==> src/sio_pkg.sv <==
`default_nettype none
// ==========================================================================
// Shared interrupt pin multiplexer constants
package sio_pkg;

  // ==========================================================================
  // Register indices, byte address is four times the index
  localparam logic [7:0] SIO_IDX_CALIB = 8'h08;
  localparam logic [7:0] SIO_IDX_WDOG = 8'h09;
  localparam logic [7:0] SIO_IDX_A1MON = 8'h0A;
  localparam logic [7:0] SIO_IDX_FLAGS = 8'h0F;
  localparam logic [7:0] SIO_IDX_TCTL = 8'h11;
  localparam logic [7:0] SIO_IDX_PINST = 8'h20;

  // ==========================================================================
  // Field positions
  localparam int SIO_BIT_OUT = 7;
  localparam int SIO_BIT_FT = 6;
  localparam int SIO_BIT_OSC_FAIL_IRQ_ENABLE = 7;
  localparam int SIO_BIT_ALARM_ONE_IRQ_ENABLE = 7;
  localparam int SIO_BIT_ABE = 5;
  localparam int SIO_BIT_TIE = 5;
  localparam int SIO_BIT_FLG_WD = 7;
  localparam int SIO_BIT_FLG_A1 = 6;
  localparam int SIO_BIT_FLG_TI = 3;
  localparam int SIO_BIT_FLG_OF = 2;
  localparam int SIO_BIT_ST_LOW = 0;
  localparam int SIO_BIT_ST_BKUP = 1;
  localparam int SIO_BIT_ST_SQ = 2;
  localparam int SIO_BIT_ST_PIN = 3;
  localparam int SIO_BIT_ST_MODE = 4;

  // ==========================================================================
  // Reset values
  localparam logic SIO_RST_OUT = 1'b1;
  localparam logic SIO_RST_FT = 1'b0;
  localparam logic SIO_RST_OSC_FAIL_IRQ_ENABLE = 1'b0;
  localparam logic SIO_RST_ALARM_ONE_IRQ_ENABLE = 1'b0;
  localparam logic SIO_RST_ABE = 1'b0;
  localparam logic SIO_RST_TIE = 1'b0;
  localparam logic SIO_RST_OF = 1'b1;

  // ==========================================================================
  // Synchronised input vector layout
  localparam int SIO_NSYNC = 8;
  localparam int SIO_IN_BKUP = 0;
  localparam int SIO_IN_SQ = 1;
  localparam int SIO_IN_TREQ = 2;
  localparam int SIO_IN_A1REQ = 3;
  localparam int SIO_IN_WREQ = 4;
  localparam int SIO_IN_WRUN = 5;
  localparam int SIO_IN_OSTOP = 6;
  localparam int SIO_IN_PIN = 7;

  // Test square wave rate
  localparam int SIO_SQ_HZ = 512;

  // ==========================================================================
  // Pin source selection
  typedef enum logic [1:0] {
    SIO_MODE_LOW,
    SIO_MODE_SQ,
    SIO_MODE_IRQ,
    SIO_MODE_HIGH
  } sio_mode_t;

endpackage : sio_pkg
`default_nettype wire

==> src/sio_irq_mux.sv <==
// The placing of the registers and the APB register port were chosen for this implementation.
`default_nettype none
// Functional notes
// - Timer, oscillator-fail, alarm-one and watchdog requests are ORed into one interrupt.
// - Pin is open drain: only pulls low or releases, never drives high.
// - Test enable with its path selected puts the 512 Hz square wave on the pin.
// - Main supply, level bit 0, test enable 0: pin held low.
// - Main supply, test enable 1: square wave when level bit 0 or nothing enabled.
// - Main supply, level bit 1, some enable: pin high until enabled interrupt asserts.
// - Main supply, level 1, test 0, nothing enabled: pin released high.
// - Backup: timer and watchdog ignored, only alarm-one and oscillator-fail count.
// - Backup with allow bit 0: pin released high whatever else.
// - Backup: test enable has no effect on the pin.
// - Backup, level 1, neither alarm-one nor oscillator-fail enabled: pin high.
// - Backup, allow 1, level 0: pin held low.
// - Backup: pin follows interrupt only with allow, level and an enable all 1.
// - Level bit is bit 7 of calibration register 08h.
// - Test enable is bit 6 of calibration register 08h.
// - Alarm-one enable bit 7 and backup allow bit 5 of register 0Ah.
// - Oscillator-fail enable is bit 7 of register 09h.
// - Timer enable is bit 5 of register 11h.
// - Further sources while pin already low cause no extra transition.
// - Oscillator-fail flag stays set until written 0; reading does not clear.
// - Clearing oscillator-fail enable releases; setting it again with flag set reasserts.
module sio_irq_mux (
  input wire logic pclk,
  input wire logic presetn,
  input wire logic psel,
  input wire logic penable,
  input wire logic pwrite,
  input wire logic [7:0] paddr,
  input wire logic [31:0] pwdata,
  output logic [31:0] prdata,
  output logic pready,
  output logic pslverr,
  input wire logic backup_mode,
  input wire logic freq_512,
  input wire logic timer_req,
  input wire logic alarm_one_req,
  input wire logic watchdog_req,
  input wire logic watchdog_running,
  input wire logic osc_stopped,
  input wire logic shared_irq_pin_i,
  output logic shared_irq_pin_o,
  output logic shared_irq_pin_oe_n
);
  import sio_pkg::*;

  // ==========================================================================
  // Address helper
  function automatic logic [7:0] sio_byte_addr(input logic [7:0] idx);
    return {idx[5:0], 2'b00};
  endfunction : sio_byte_addr

  // ==========================================================================
  // Declarations
  logic [SIO_NSYNC-1:0] sync1;
  logic [SIO_NSYNC-1:0] sync2;
  logic [SIO_NSYNC-1:0] sync3;
  logic [SIO_NSYNC-1:0] in_s;
  logic out_lvl;
  logic freq_test_enable;
  logic osc_fail_irq_enable;
  logic alarm_one_irq_enable;
  logic backup_irq_allow;
  logic timer_irq_enable;
  logic osc_fail_flag;
  sio_mode_t pin_mode;
  sio_mode_t next_mode;
  logic next_low;
  logic any_en_main;
  logic any_en_bkup;
  logic irq_main;
  logic irq_bkup;
  logic bkup_s;
  logic sq_s;
  logic setup_ph;
  logic wr_en;
  logic hit;
  logic [7:0] rd_byte;
  logic [7:0] wbyte;
  logic [7:0] pin_status;

  assign bkup_s = in_s[SIO_IN_BKUP];
  assign sq_s = in_s[SIO_IN_SQ];
  assign wbyte = pwdata[7:0];
  assign setup_ph = psel && !penable;
  assign wr_en = psel && penable && pready && pwrite && !pslverr;

  // ==========================================================================
  // Input synchronisers, change taken once stages two and three agree
  always_ff @(posedge pclk or negedge presetn) begin
    if (!presetn) begin
      sync1 <= '0;
      sync2 <= '0;
      sync3 <= '0;
    end else begin
      sync1 <= {shared_irq_pin_i, osc_stopped, watchdog_running, watchdog_req,
                alarm_one_req, timer_req, freq_512, backup_mode};
      sync2 <= sync1;
      sync3 <= sync2;
    end
  end

  always_ff @(posedge pclk or negedge presetn) begin
    if (!presetn) begin
      in_s <= '0;
    end else begin
      for (int i = 0; i < SIO_NSYNC; i++) begin
        if (sync2[i] == sync3[i]) begin
          in_s[i] <= sync3[i];
        end
      end
    end
  end

  // ==========================================================================
  // Configuration registers
  always_ff @(posedge pclk or negedge presetn) begin
    if (!presetn) begin
      out_lvl <= SIO_RST_OUT;
      freq_test_enable <= SIO_RST_FT;
    end else if (wr_en && paddr == sio_byte_addr(SIO_IDX_CALIB)) begin
      out_lvl <= wbyte[SIO_BIT_OUT];
      freq_test_enable <= wbyte[SIO_BIT_FT];
    end
  end

  always_ff @(posedge pclk or negedge presetn) begin
    if (!presetn) begin
      osc_fail_irq_enable <= SIO_RST_OSC_FAIL_IRQ_ENABLE;
    end else if (wr_en && paddr == sio_byte_addr(SIO_IDX_WDOG)) begin
      osc_fail_irq_enable <= wbyte[SIO_BIT_OSC_FAIL_IRQ_ENABLE];
    end
  end

  always_ff @(posedge pclk or negedge presetn) begin
    if (!presetn) begin
      alarm_one_irq_enable <= SIO_RST_ALARM_ONE_IRQ_ENABLE;
      backup_irq_allow <= SIO_RST_ABE;
    end else if (wr_en && paddr == sio_byte_addr(SIO_IDX_A1MON)) begin
      alarm_one_irq_enable <= wbyte[SIO_BIT_ALARM_ONE_IRQ_ENABLE];
      backup_irq_allow <= wbyte[SIO_BIT_ABE];
    end
  end

  always_ff @(posedge pclk or negedge presetn) begin
    if (!presetn) begin
      timer_irq_enable <= SIO_RST_TIE;
    end else if (wr_en && paddr == sio_byte_addr(SIO_IDX_TCTL)) begin
      timer_irq_enable <= wbyte[SIO_BIT_TIE];
    end
  end

  // ==========================================================================
  // Oscillator-fail flag, set wins over a write of 0
  always_ff @(posedge pclk or negedge presetn) begin
    if (!presetn) begin
      osc_fail_flag <= SIO_RST_OF;
    end else if (in_s[SIO_IN_OSTOP]) begin
      osc_fail_flag <= 1'b1;
    end else if (wr_en && paddr == sio_byte_addr(SIO_IDX_FLAGS) && !wbyte[SIO_BIT_FLG_OF]) begin
      osc_fail_flag <= 1'b0;
    end
  end

  // ==========================================================================
  // Interrupt conditions
  always_comb begin
    any_en_main = alarm_one_irq_enable || osc_fail_irq_enable || timer_irq_enable
                  || in_s[SIO_IN_WRUN];
    irq_main = (in_s[SIO_IN_TREQ] && timer_irq_enable)
               || (osc_fail_flag && osc_fail_irq_enable)
               || (in_s[SIO_IN_A1REQ] && alarm_one_irq_enable)
               || (in_s[SIO_IN_WREQ] && in_s[SIO_IN_WRUN]);
    any_en_bkup = alarm_one_irq_enable || osc_fail_irq_enable;
    irq_bkup = (osc_fail_flag && osc_fail_irq_enable)
               || (in_s[SIO_IN_A1REQ] && alarm_one_irq_enable);
  end

  // ==========================================================================
  // Priority selection
  always_comb begin
    next_mode = SIO_MODE_HIGH;
    if (!bkup_s) begin
      if (!out_lvl && !freq_test_enable) begin
        next_mode = SIO_MODE_LOW;
      end else if (freq_test_enable && (!out_lvl || !any_en_main)) begin
        next_mode = SIO_MODE_SQ;
      end else if (any_en_main) begin
        next_mode = SIO_MODE_IRQ;
      end else begin
        next_mode = SIO_MODE_HIGH;
      end
    end else begin
      if (!backup_irq_allow) begin
        next_mode = SIO_MODE_HIGH;
      end else if (!out_lvl) begin
        next_mode = SIO_MODE_LOW;
      end else if (!any_en_bkup) begin
        next_mode = SIO_MODE_HIGH;
      end else begin
        next_mode = SIO_MODE_IRQ;
      end
    end
  end

  always_comb begin
    next_low = 1'b0;
    unique case (next_mode)
      SIO_MODE_LOW: next_low = 1'b1;
      SIO_MODE_SQ: next_low = !sq_s;
      SIO_MODE_IRQ: next_low = bkup_s ? irq_bkup : irq_main;
      SIO_MODE_HIGH: next_low = 1'b0;
    endcase
  end

  // ==========================================================================
  // Pin drive, open drain
  always_ff @(posedge pclk or negedge presetn) begin
    if (!presetn) begin
      pin_mode <= SIO_MODE_HIGH;
      shared_irq_pin_oe_n <= 1'b1;
      shared_irq_pin_o <= 1'b0;
    end else begin
      pin_mode <= next_mode;
      shared_irq_pin_oe_n <= !next_low;
      shared_irq_pin_o <= 1'b0;
    end
  end

  // ==========================================================================
  // Read decode
  assign pin_status = {2'b00, pin_mode, in_s[SIO_IN_PIN], sq_s, bkup_s, !shared_irq_pin_oe_n};

  always_comb begin
    hit = 1'b1;
    rd_byte = 8'h00;
    if (paddr == sio_byte_addr(SIO_IDX_CALIB)) begin
      rd_byte[SIO_BIT_OUT] = out_lvl;
      rd_byte[SIO_BIT_FT] = freq_test_enable;
    end else if (paddr == sio_byte_addr(SIO_IDX_WDOG)) begin
      rd_byte[SIO_BIT_OSC_FAIL_IRQ_ENABLE] = osc_fail_irq_enable;
    end else if (paddr == sio_byte_addr(SIO_IDX_A1MON)) begin
      rd_byte[SIO_BIT_ALARM_ONE_IRQ_ENABLE] = alarm_one_irq_enable;
      rd_byte[SIO_BIT_ABE] = backup_irq_allow;
    end else if (paddr == sio_byte_addr(SIO_IDX_TCTL)) begin
      rd_byte[SIO_BIT_TIE] = timer_irq_enable;
    end else if (paddr == sio_byte_addr(SIO_IDX_FLAGS)) begin
      rd_byte[SIO_BIT_FLG_WD] = in_s[SIO_IN_WREQ];
      rd_byte[SIO_BIT_FLG_A1] = in_s[SIO_IN_A1REQ];
      rd_byte[SIO_BIT_FLG_TI] = in_s[SIO_IN_TREQ];
      rd_byte[SIO_BIT_FLG_OF] = osc_fail_flag;
    end else if (paddr == sio_byte_addr(SIO_IDX_PINST)) begin
      rd_byte = pin_status;
    end else begin
      hit = 1'b0;
    end
  end

  // ==========================================================================
  // APB answer, zero wait states
  always_ff @(posedge pclk or negedge presetn) begin
    if (!presetn) begin
      pready <= 1'b0;
      pslverr <= 1'b0;
      prdata <= '0;
    end else begin
      pready <= setup_ph;
      pslverr <= setup_ph && !hit;
      if (setup_ph && !pwrite && hit) begin
        prdata <= 32'(rd_byte);
      end else if (setup_ph) begin
        prdata <= '0;
      end
    end
  end
endmodule : sio_irq_mux
`default_nettype wire

==> config.mk <==
export PLATFORM = sky130hd
export DESIGN_NAME = sio_irq_mux
export DESIGN_NICKNAME = d
export VERILOG_FILES = /design/src/sio_pkg.sv /design/src/sio_irq_mux.sv
export SDC_FILE = /design/constraint.sdc
export NUM_CORES = 1
export LEC_CHECK = 0
export ABC_AREA = 1
export BUFFER_PORTS_ARGS = -buffer_cell sky130_fd_sc_hd__clkbuf_2
export CORE_MARGIN = 2
export CORE_UTILIZATION = 50
export CTS_BUF_LIST = sky130_fd_sc_hd__clkbuf_4 sky130_fd_sc_hd__clkbuf_8 sky130_fd_sc_hd__clkbuf_16
export DETAILED_ROUTE_END_ITERATION = 10
export GPL_ROUTABILITY_DRIVEN = 0
export PLACE_DENSITY = 0.84
export RECOVER_POWER = 50
export SLEW_MARGIN = 20
export SYNTH_ARGS = -nofsm -noshare
export SYNTH_HDL_FRONTEND = slang
export SYNTH_SLANG_ARGS = --single-unit
==> constraint.sdc <==
create_clock -name pclk -period 2.25 [get_ports pclk]
set_input_delay 0.1125 -clock pclk [delete_from_list [all_inputs] [get_ports pclk]]
set_output_delay 0.1125 -clock pclk [all_outputs]
set_load 0.01 [all_outputs]
==> results of run 1 <==
[cell usage after synthesis, types with 2 or more instances]
master    instances
nand2_1          61
dfrtp_1          47
buf_4            25
inv_1            16
nor2_1           13
nand3_1          11
maj3_1            8
o21ai_0           8
dfstp_2           5
nor2_4            5
inv_2             3
nand2_2           3
nand4_1           3
nor2_2            3
a21oi_1           2
clkinv_1          2
nand2_4           2
[flip-flops by register name, indices dropped and copies added, names as in the netlist]
register	count
osc_fail_irq_enable	1
prdata	8
sync2	8
out_lvl	1
pslverr	1
osc_fail_flag	1
sync1	8
pin_mode	2
pready	1
freq_test_enable	1
in_s	8
alarm_one_irq_enable	1
sync3	8
timer_irq_enable	1
shared_irq_pin_oe_n	1
backup_irq_allow	1
[worst max-delay path by stage]
stage,end,slack [ns]
after detailed placement,timer_irq_enable,0.96
after global placement,alarm_one_irq_enable,1.01
after global routing,alarm_one_irq_enable,0.73
after CTS,timer_irq_enable,0.87
final,timer_irq_enable,0.87
after floorplan,alarm_one_irq_enable,1.18
[power by group through the flow]
stage	logic [mW]	clock network, mW	registers, mW
floorplan	0.104	0	1.02
global placement	0.128	0	1.02
detailed placement	0.134	0	1.03
CTS	0.148	0.533	1.01
global route	0.165	0.591	1.01
finish	0.146	0.518	1.01
[worst max-delay path, delay by kind of cell]
| kind | cells | cell delay, ns |
|---|---|---|
| compound gates | 1 | 0.07 |
| buf+inv | 2 | 0.64 |
| simple gates | 4 | 0.75 |
[layout make-up]
class	instances	area [sq um]
timing repair buffer	47	287
inverter	21	78.8
sequential	52	1310
clock buffer	5	68.8
tap	52	65.1
fill	381	1760
clock inverter	3	21.3
multi-input combinational	151	741
[stage by stage]
step                power [mW]  std cells   util  hold slack (ns)
CTS                       1.69        331  0.595           0.0211
global placement          1.15        313  0.552         -0.00685
floorplan                 1.13        249      -           -0.183
global route              1.77        331  0.594           0.0307
finish                    1.67        331  0.594           0.0308
detailed placement        1.16        313  0.552         -0.00156
[cells by family (layout without fill, tap and decap cells)]
kind of cell	count (synthesis)	after routing
flops	52	52
other cells	1	25
buf+inv	46	76
fa+ha+maj	8	8
compound gates	14	14
simple gates	104	104
[what timing repair did]
item,in CTS,in global routing
hold endpoints to repair,19,0
hold buffers,10,0
setup endpoints to repair,0,0
[per-layer routing]
| layer | wire (um) | vias to the layer above |
|---|---|---|
| met5 | 0 | - |
| met1 | 1500 | 716 |
| met2 | 1920 | 47 |
| li1 | - | 757 |
| met3 | 191 | 7 |
| met4 | 51 | 0 |
==> results.sh, run 1 <==
export IMPL_yosysSeqAreaShare=0.587
export IMPL_cp_arrival_ns=1.57
export IMPL_grt_busiest_layer="met2"
export IMPL_cellLeakagePower_nw=1.34
export IMPL_die_h_um=70.7
export IMPL_rsz0062_at_grt="no"
export IMPL_via_per_inst=4.61
export IMPL_netlist_area_sq_mm=0.00223
export IMPL_holdPathStages=3
export IMPL_most_common_layout_cells="nand2_1, dfrtp_1, clkbuf_2, conb_1, inv_1"
export IMPL_max_stage_delay_ns=0.53
export IMPL_fin_crit_sh=0.615
export IMPL_wl_um=3660
export IMPL_drc=0
export IMPL_skew_ns=0.00306
export IMPL_ys_types=25
export IMPL_drtIter0Drc=76
export IMPL_worstRegToRegCells=5
export IMPL_synthArstFlopShare=1.00
export IMPL_synthCells=225
export IMPL_layout_min_cycle_time_ns=1.38
export IMPL_yosys_area_share_adder=0.0360
export IMPL_r2r_slack_ns=0.95
export IMPL_synthFlopType="dfrtp_1"
export IMPL_cts_buffers=5
export IMPL_cp_required_ns=2.44
export IMPL_clk_latency_ns=0.30
export IMPL_p_sw_mw=0.411
export IMPL_antenna_found_initial=0
export IMPL_power_frac_seq=0.603
export IMPL_gr_usage_met2=0.276
export IMPL_wl_per_cell_um=11.1
export IMPL_drive_gt1_frac=0.233
export IMPL_grt_util_all_layers=0.162
export IMPL_fin_setup_tns_ns=0
export IMPL_slew_violations=0
export IMPL_cap_violations=0
export IMPL_layout_commonest_cell="nand2_1"
export IMPL_diodes=0
export IMPL_synth_edf_count=0
export IMPL_slowest_stage="dlygate4sd3_1"
export IMPL_grt_max_degree=25
export IMPL_dpl_hpwl_um=2810
export IMPL_synth_top_area_frac=0.528
export IMPL_design_area_sq_mm=0.00257
export IMPL_io_pins=89
export IMPL_yosys_area_top_type="dfrtp_1"
export IMPL_cts_max_path_buffers=2
export IMPL_crit_path_max_fanout=6
export IMPL_ctsResizeCount=0
export IMPL_swShare=0.246
export IMPL_clock_sinks=52
export IMPL_min_to="pready"
export IMPL_root_buffer="clkbuf_8"
export IMPL_cts_htree_levels=2
export IMPL_setup_viol=0
export IMPL_yosysWarnings=0
export IMPL_grt_pass1_vias=1491
export IMPL_synth_compound_area_frac=0.0360
export IMPL_die_w_um=70.7
export IMPL_ir_drop_uv=585
export IMPL_nNetsFinal=331
export IMPL_max_freq_mhz=723
export IMPL_hold_start="psel"
export IMPL_hold_class="input pin to register"
export IMPL_synthSimpleGateAreaFrac=0.220
export IMPL_drt_pre_antenna_iters=4
export IMPL_die_area_sq_mm=0.00500
export IMPL_synth_xor_area_share=0
export IMPL_core_rowCount=24
export IMPL_io_buffers=35
export IMPL_global_route_usage_met3=0.0484
export IMPL_ys_ff_latch=52
export IMPL_cts_tree="done"
export IMPL_start_kind="input pin"
export IMPL_rr_endpoint="timer_irq_enable"
export IMPL_grtUsageMet1=0.197
export IMPL_grt_pass1_wl_um=6350
export IMPL_place_ws_ns=0.957
export IMPL_cellPowerDensity_mw_per_mm2=650
export IMPL_timing_final_ws_setup_ns=0.867
export IMPL_synth_area_per_cell_sq_um=9.90
export IMPL_status="completed"
export IMPL_relSlewSlack=0.624
export IMPL_synthMuxAreaShare=0
export IMPL_r2r_start="pready"
export IMPL_cp_end_kind="register"
export IMPL_finalHoldViolCount=0
export IMPL_coreArea_sq_mm=0.00432
export IMPL_routed_via_count=1527
export IMPL_synth_area_leaders="dfrtp_1, nand2_1, buf_4, dfstp_2, maj3_1"
export IMPL_dpl_instance_area_sq_mm=0.00238
export IMPL_cts_setup_buffers=0
export IMPL_area_growth_pct=15.3
export IMPL_tightest_slew_ns=0.564
export IMPL_start_util=0.515
export IMPL_clkPwrFrac=0.310
export IMPL_clk_pin_slew_ns=0.09
export IMPL_crit_start="penable"
export IMPL_synth_top_family_by_area="simple AND/OR/NAND/NOR gates"
export IMPL_p_int_mw=1.26
export IMPL_combPwrFrac=0.087
export IMPL_grt_remaining_overflow=0
export IMPL_ant_nets=0
export IMPL_crit_chain="dlygate4sd3_1, clkbuf_2, nand4_1, nor2_1, nand3_1, nand2_1, o21ai_0"
export IMPL_criticalPathCategory="input pin to register"
Note: power is estimated with default switching activity, not from simulation.
==> inputs of run 2 (changes only) <==
Settings changed: ABC_AREA 1 to 0, CORE_UTILIZATION 50 to 42, PLACE_DENSITY 0.84 to 0.76.
Clock period 2.25 ns to 1.17 ns, I/O delays scaled along.
==> run 2 against run 1 <==
Against the previous run: the run now ends with negative setup slack left; clock power grew to 2.5 times the previous value; non-clock buffer count increased by 41; register-to-register slack got worse by 1.3 ns; area after synthesis is 4.7% lower; cell count fell by 2.1%; die area up 13%; synthesized cell count down 27%; wire length is 21% higher; critical path type is now register to register; largest power group unchanged; highest routed layer unchanged.
==> results.sh, run 2 <==
export IMPL_cts_max_path_buffers=2
export IMPL_crit_chain="nand4_1, or2_4, or4_4, mux2_4"
export IMPL_cellPowerDensity_mw_per_mm2=1240
export IMPL_finalHoldViolCount=0
export IMPL_critPathBufInv=0
export IMPL_cp_depth=4
export IMPL_total_power_mw=3.66
export IMPL_ant_nets=0
export IMPL_crit_start="pready"
export IMPL_grt_remaining_overflow=0
export IMPL_layout_commonest_cell="dfrtp_1"
export IMPL_layout_min_cycle_time_ns=1.56
export IMPL_utilization=0.615
export IMPL_max_freq_mhz=642
export IMPL_clk_pin_slew_ns=0.09
export IMPL_hold_start="pwdata[7]"
export IMPL_ir_drop_uv=1040
export IMPL_dpl_hpwl_um=3040
export IMPL_cts_tree="done"
export IMPL_cp_required_ns=1.36
export IMPL_synth_area_leaders="dfrtp_1, buf_4, dfstp_2, maj3_1, a32o_1"
export IMPL_placed_cells=300
export IMPL_drive_gt1_frac=0.459
export IMPL_diodes=0
export IMPL_hold_class="input pin to register"
export IMPL_cellLeakagePower_nw=1.41
export IMPL_grt_util_all_layers=0.165
export IMPL_violations="negative setup slack"
export IMPL_area_growth_pct=38.7
export IMPL_fin_crit_sh=1.33
export IMPL_cts_buffers=5
export IMPL_synth_most_common_cell="dfrtp_1"
export IMPL_layoutNonFillerInstCount=324
export IMPL_slew_violations=0
export IMPL_synthTopCellsByCount="dfrtp_1, buf_4, nand2_1"
export IMPL_synthCells=164
export IMPL_ys_ff_latch=52
export IMPL_cp_arrival_ns=1.75
export IMPL_cts_htree_levels=2
export IMPL_r2r_start="pready"
export IMPL_wl_per_cell_um=13.7
export IMPL_routed_via_count=1531
export IMPL_yosys_area_top_type="dfrtp_1"
export IMPL_clock_sinks=52
export IMPL_drc=0
export IMPL_die_h_um=75.1
export IMPL_hold_ws_ns=0.0448
export IMPL_cap_violations=0
export IMPL_setup_viol=9
export IMPL_criticalPathCategory="register to register"
export IMPL_drtIter0Drc=81
export IMPL_nNetsFinal=309
export IMPL_relSlewSlack=0.548
export IMPL_grt_pass1_vias=1487
export IMPL_synthArstFlopShare=1.00
export IMPL_max_stage_delay_ns=0.42
export IMPL_clk_latency_ns=0.30
export IMPL_via_per_inst=4.73
export IMPL_grt_pass1_wl_um=6820
export IMPL_design_area_sq_mm=0.00295
export IMPL_ys_types=39
export IMPL_crit_end="osc_fail_irq_enable"
export IMPL_die_area_sq_mm=0.00564
export IMPL_grt_max_degree=53
export IMPL_wl_um=4440
export IMPL_slowest_stage="or4_4"
export IMPL_synth_area_per_cell_sq_um=12.9
export IMPL_skew_ns=0.00739
export IMPL_rsz0062_at_grt="yes"
export IMPL_crit_path_max_fanout=4
export IMPL_yosysSeqAreaShare=0.616
export IMPL_most_common_layout_cells="dfrtp_1, buf_4, clkbuf_2, conb_1, dlygate4sd3_1"
export IMPL_dpl_instance_area_sq_mm=0.00257
export IMPL_core_rowCount=25
export IMPL_die_w_um=75.1
export IMPL_coreArea_sq_mm=0.00479
export IMPL_io_pins=89
export IMPL_synth_edf_count=0
export IMPL_fill_cells=400
export IMPL_root_buffer="clkbuf_8"
export IMPL_cp_end_kind="register"
export IMPL_status="finished, violations left"
export IMPL_start_util=0.444
export IMPL_timing_final_ws_setup_ns=-0.387
export IMPL_tightest_slew_ns=0.678
export IMPL_r2r_slack_ns=-0.39
export IMPL_start_kind="register"
export IMPL_antenna_found_initial=0
export IMPL_rr_endpoint="osc_fail_irq_enable"
export IMPL_worstRegToRegCells=4
export IMPL_netlist_area_sq_mm=0.00212
export IMPL_critical_path_top_delay_family="simple AND/OR/NAND/NOR gates"
export IMPL_drt_pre_antenna_iters=4
export IMPL_synthFlopType="dfrtp_1"
export IMPL_io_buffers=35
export IMPL_yosysWarnings=0
export IMPL_synth_top_area_frac=0.554
-- run 2: cell count changes in the layout (fill, tap and decap cells not counted), sizes merged, moves of 4 or more --
cell   before  now
nand2      66   10
nor2       21    5
inv        20    5
mux2        0    6
nor4        0    4
buf         1   40
a32o        0    6
nand3      12    1
-- run 2: timing repair --
action | in CTS | in global routing
hold buffers | 10 | 1
pin swaps | 10 | 6
endpoints found under the setup margin | 11 | 18
endpoints found under the hold margin | 61 | 1
resized for setup | 19 | 10
setup buffers | 3 | 3
-- run 2: where the power goes --
part | internal, mW | total (mW) | switching (mW)
clock | 0.755 | 1.32 | 0.562
combinational | 0.197 | 0.398 | 0.201
sequential | 1.89 | 1.94 | 0.0513
total | 2.84 | 3.66 | 0.814
-- run 2: metal layers --
layer  track usage  share of wire  vias to the layer above
li1              -              -                      722
met1         0.209           0.42                      743
met2         0.273           0.51                       58
met3        0.0442          0.052                        8
met4        0.0615          0.017                        0
met5             0              0                        -
-- run 2: cell families (layout without fill, tap and decap cells) --
kind of cell | count (synthesis) | in the layout | synth area share
other | 1 | 25 | 0.00177
muxes | 8 | 8 | 0.0412
buffers and inverters | 32 | 101 | 0.104
and+or+nand+nor | 39 | 39 | 0.108
AOI/OAI and AO/OA | 24 | 24 | 0.0913
adders and majority gates | 8 | 8 | 0.0377
DFF | 52 | 52 | 0.616
-- run 2: cell type report --
type,count,area [sq um],area share
clock buffer,7,96.3,0.0327
sequential,52,1310,0.444
multi-input combinational,104,796,0.270
clock inverter,1,30.0,0.0102
timing repair buffer,88,613,0.208
tap,67,83.8,0.0285
inverter,5,18.8,0.00637
-- run 2: through the flow --
stage                     setup TNS [ns]  setup WS (ns)
after floorplan                    -1.78         -0.372
after global placement             -4.83         -0.411
after detailed placement           -5.50         -0.429
after CTS                          -2.68         -0.399
after global routing               -2.98         -0.409
final                              -2.73         -0.387
-- run 2: worst min path at each step --
stage,depth (start not counted),to
finish,2,osc_fail_irq_enable
global route,2,osc_fail_irq_enable
CTS,2,backup_irq_allow
detailed placement,2,sync1[7]
global placement,2,sync1[7]
floorplan,0,alarm_one_irq_enable
==> inputs of run 3 (changes only) <==
Settings changed: CAP_MARGIN set to 20, CELL_PAD_IN_SITES_DETAIL_PLACEMENT set to 1, CELL_PAD_IN_SITES_GLOBAL_PLACEMENT set to 1, CORE_UTILIZATION 42 to 33, PLACE_DENSITY 0.76 to 0.78.
==> run 3 against run 2 <==
Against the previous run: the run still ends with negative setup slack left; register-to-register slack hardly changed; combinational power is 5% higher; clock skew is 0.0037 ns lower; flip-flop and latch count stayed put; setup slack better by 0.0021 ns; cell area is 0.59% higher; critical path type unchanged; critical endpoint unchanged; largest cell class unchanged; highest routed layer unchanged.
==> results.sh, run 3 (same netlist as run 2, synthesis figures left out) <==
export IMPL_status="finished, violations left"
export IMPL_violations="negative setup slack"
export IMPL_fill_cells=674
export IMPL_diodes=0
export IMPL_nNetsFinal=307
export IMPL_placed_cells=309
export IMPL_grt_util_all_layers=0.146
export IMPL_r2r_slack_ns=-0.39
export IMPL_core_rowCount=29
export IMPL_clk_latency_ns=0.30
export IMPL_ir_drop_uv=936
export IMPL_slew_violations=0
export IMPL_most_common_layout_cells="dfrtp_1, buf_4, clkbuf_2, conb_1"
export IMPL_max_stage_delay_ns=0.42
export IMPL_r2r_start="pready"
export IMPL_grt_pass1_vias=1721
export IMPL_grt_pass1_wl_um=8260
export IMPL_drive_gt1_frac=0.455
export IMPL_finalHoldViolCount=0
export IMPL_design_area_sq_mm=0.00296
export IMPL_cp_end_kind="register"
export IMPL_cap_violations=0
export IMPL_via_per_inst=4.61
export IMPL_hold_ws_ns=0.00876
export IMPL_die_w_um=84.2
export IMPL_timing_final_ws_setup_ns=-0.385
export IMPL_cts_htree_levels=2
export IMPL_cellPowerDensity_mw_per_mm2=1220
export IMPL_start_util=0.338
export IMPL_crit_end="osc_fail_irq_enable"
export IMPL_max_freq_mhz=643
export IMPL_wl_um=4870
export IMPL_clk_pin_slew_ns=0.09
export IMPL_tightest_slew_ns=0.679
export IMPL_layout_min_cycle_time_ns=1.56
export IMPL_layoutNonFillerInstCount=332
export IMPL_critical_path_top_delay_family="simple AND/OR/NAND/NOR gates"
export IMPL_drtIter0Drc=71
export IMPL_dpl_hpwl_um=3440
export IMPL_skew_ns=0.00370
export IMPL_criticalPathCategory="register to register"
export IMPL_crit_path_max_fanout=4
export IMPL_dpl_instance_area_sq_mm=0.00257
export IMPL_slowest_stage="or4_4"
export IMPL_hold_class="input pin to register"
export IMPL_cp_required_ns=1.36
export IMPL_relSlewSlack=0.548
export IMPL_drt_pre_antenna_iters=4
export IMPL_setup_viol=10
export IMPL_cts_buffers=5
export IMPL_ant_nets=0
export IMPL_fin_crit_sh=1.33
export IMPL_hold_start="pwdata[5]"
export IMPL_clock_sinks=52
export IMPL_cellLeakagePower_nw=1.41
export IMPL_rr_endpoint="osc_fail_irq_enable"
export IMPL_grt_max_degree=53
export IMPL_cp_arrival_ns=1.75
export IMPL_wl_per_cell_um=14.7
export IMPL_area_growth_pct=39.5
export IMPL_worstRegToRegCells=4
export IMPL_cts_tree="done"
export IMPL_layout_commonest_cell="dfrtp_1"
export IMPL_root_buffer="clkbuf_8"
export IMPL_fin_setup_tns_ns=-2.35
export IMPL_die_h_um=84.2
export IMPL_cts_max_path_buffers=2
export IMPL_utilization=0.472
export IMPL_start_kind="register"
export IMPL_io_buffers=35
export IMPL_rsz0062_at_grt="yes"
export IMPL_critPathBufInv=0
export IMPL_io_pins=89
export IMPL_die_area_sq_mm=0.00709
export IMPL_antenna_found_initial=0
export IMPL_routed_via_count=1532
export IMPL_grt_remaining_overflow=0
export IMPL_cp_depth=4
export IMPL_coreArea_sq_mm=0.00628
export IMPL_crit_chain="nand4_1, or2_4, or4_4, mux2_4"
export IMPL_drc=0
export IMPL_crit_start="pready"
==> run 3: cell type report <==
cell class | count | area (sq um) | area share
Sequential cell | 52 | 1310 | 0.441
Multi-Input combinational cell | 104 | 802 | 0.271
Timing Repair Buffer | 86 | 623 | 0.210
Tap cell | 77 | 96.3 | 0.0325
Clock buffer | 6 | 76.3 | 0.0258
Clock inverter | 2 | 38.8 | 0.0131
Inverter | 5 | 18.8 | 0.00633
==> run 3: routing by layer <==
metal  share of wire  wire length [um]  track usage  vias to the layer above
met4          0.0051                25       0.0308                        0
met1            0.41              2020        0.176                      771
li1                -                 -            -                      716
met5               0                 0            0                        -
met3           0.041               199       0.0324                        2
met2            0.54              2630        0.266                       43
==> run 3: worst min path at each step <==
stage               slack [ns]                    to  depth (start not counted)
floorplan                -0.24  alarm_one_irq_enable                          0
global placement          0.07              sync1[7]                          2
detailed placement        0.07              sync2[6]                          2
CTS                      0.001      backup_irq_allow                          2
global route              0.02      backup_irq_allow                          2
finish                   0.009      backup_irq_allow                          2
==> run 3: repair_timing <==
item,4_1_cts,5_1_grt
hold endpoints to repair,61,0
resized for setup,19,21
pin swaps,11,10
setup endpoints to repair,13,15
setup buffers,2,4
hold buffers,10,0
==> run 3: per-stage QoR <==
stage | worst slack (ns) | total power [mW]
2_1_floorplan | -0.372 | 2.15
3_5_place_dp | -0.446 | 2.32
5_1_grt | -0.417 | 3.78
3_3_place_gp | -0.400 | 2.30
4_1_cts | -0.398 | 3.64
6_report | -0.385 | 3.61
==> run 3: report_power, final <==
part | switching (mW) | total [mW] | internal, mW
sequential | 0.0487 | 1.94 | 1.89
clock | 0.585 | 1.25 | 0.670
combinational | 0.207 | 0.416 | 0.209
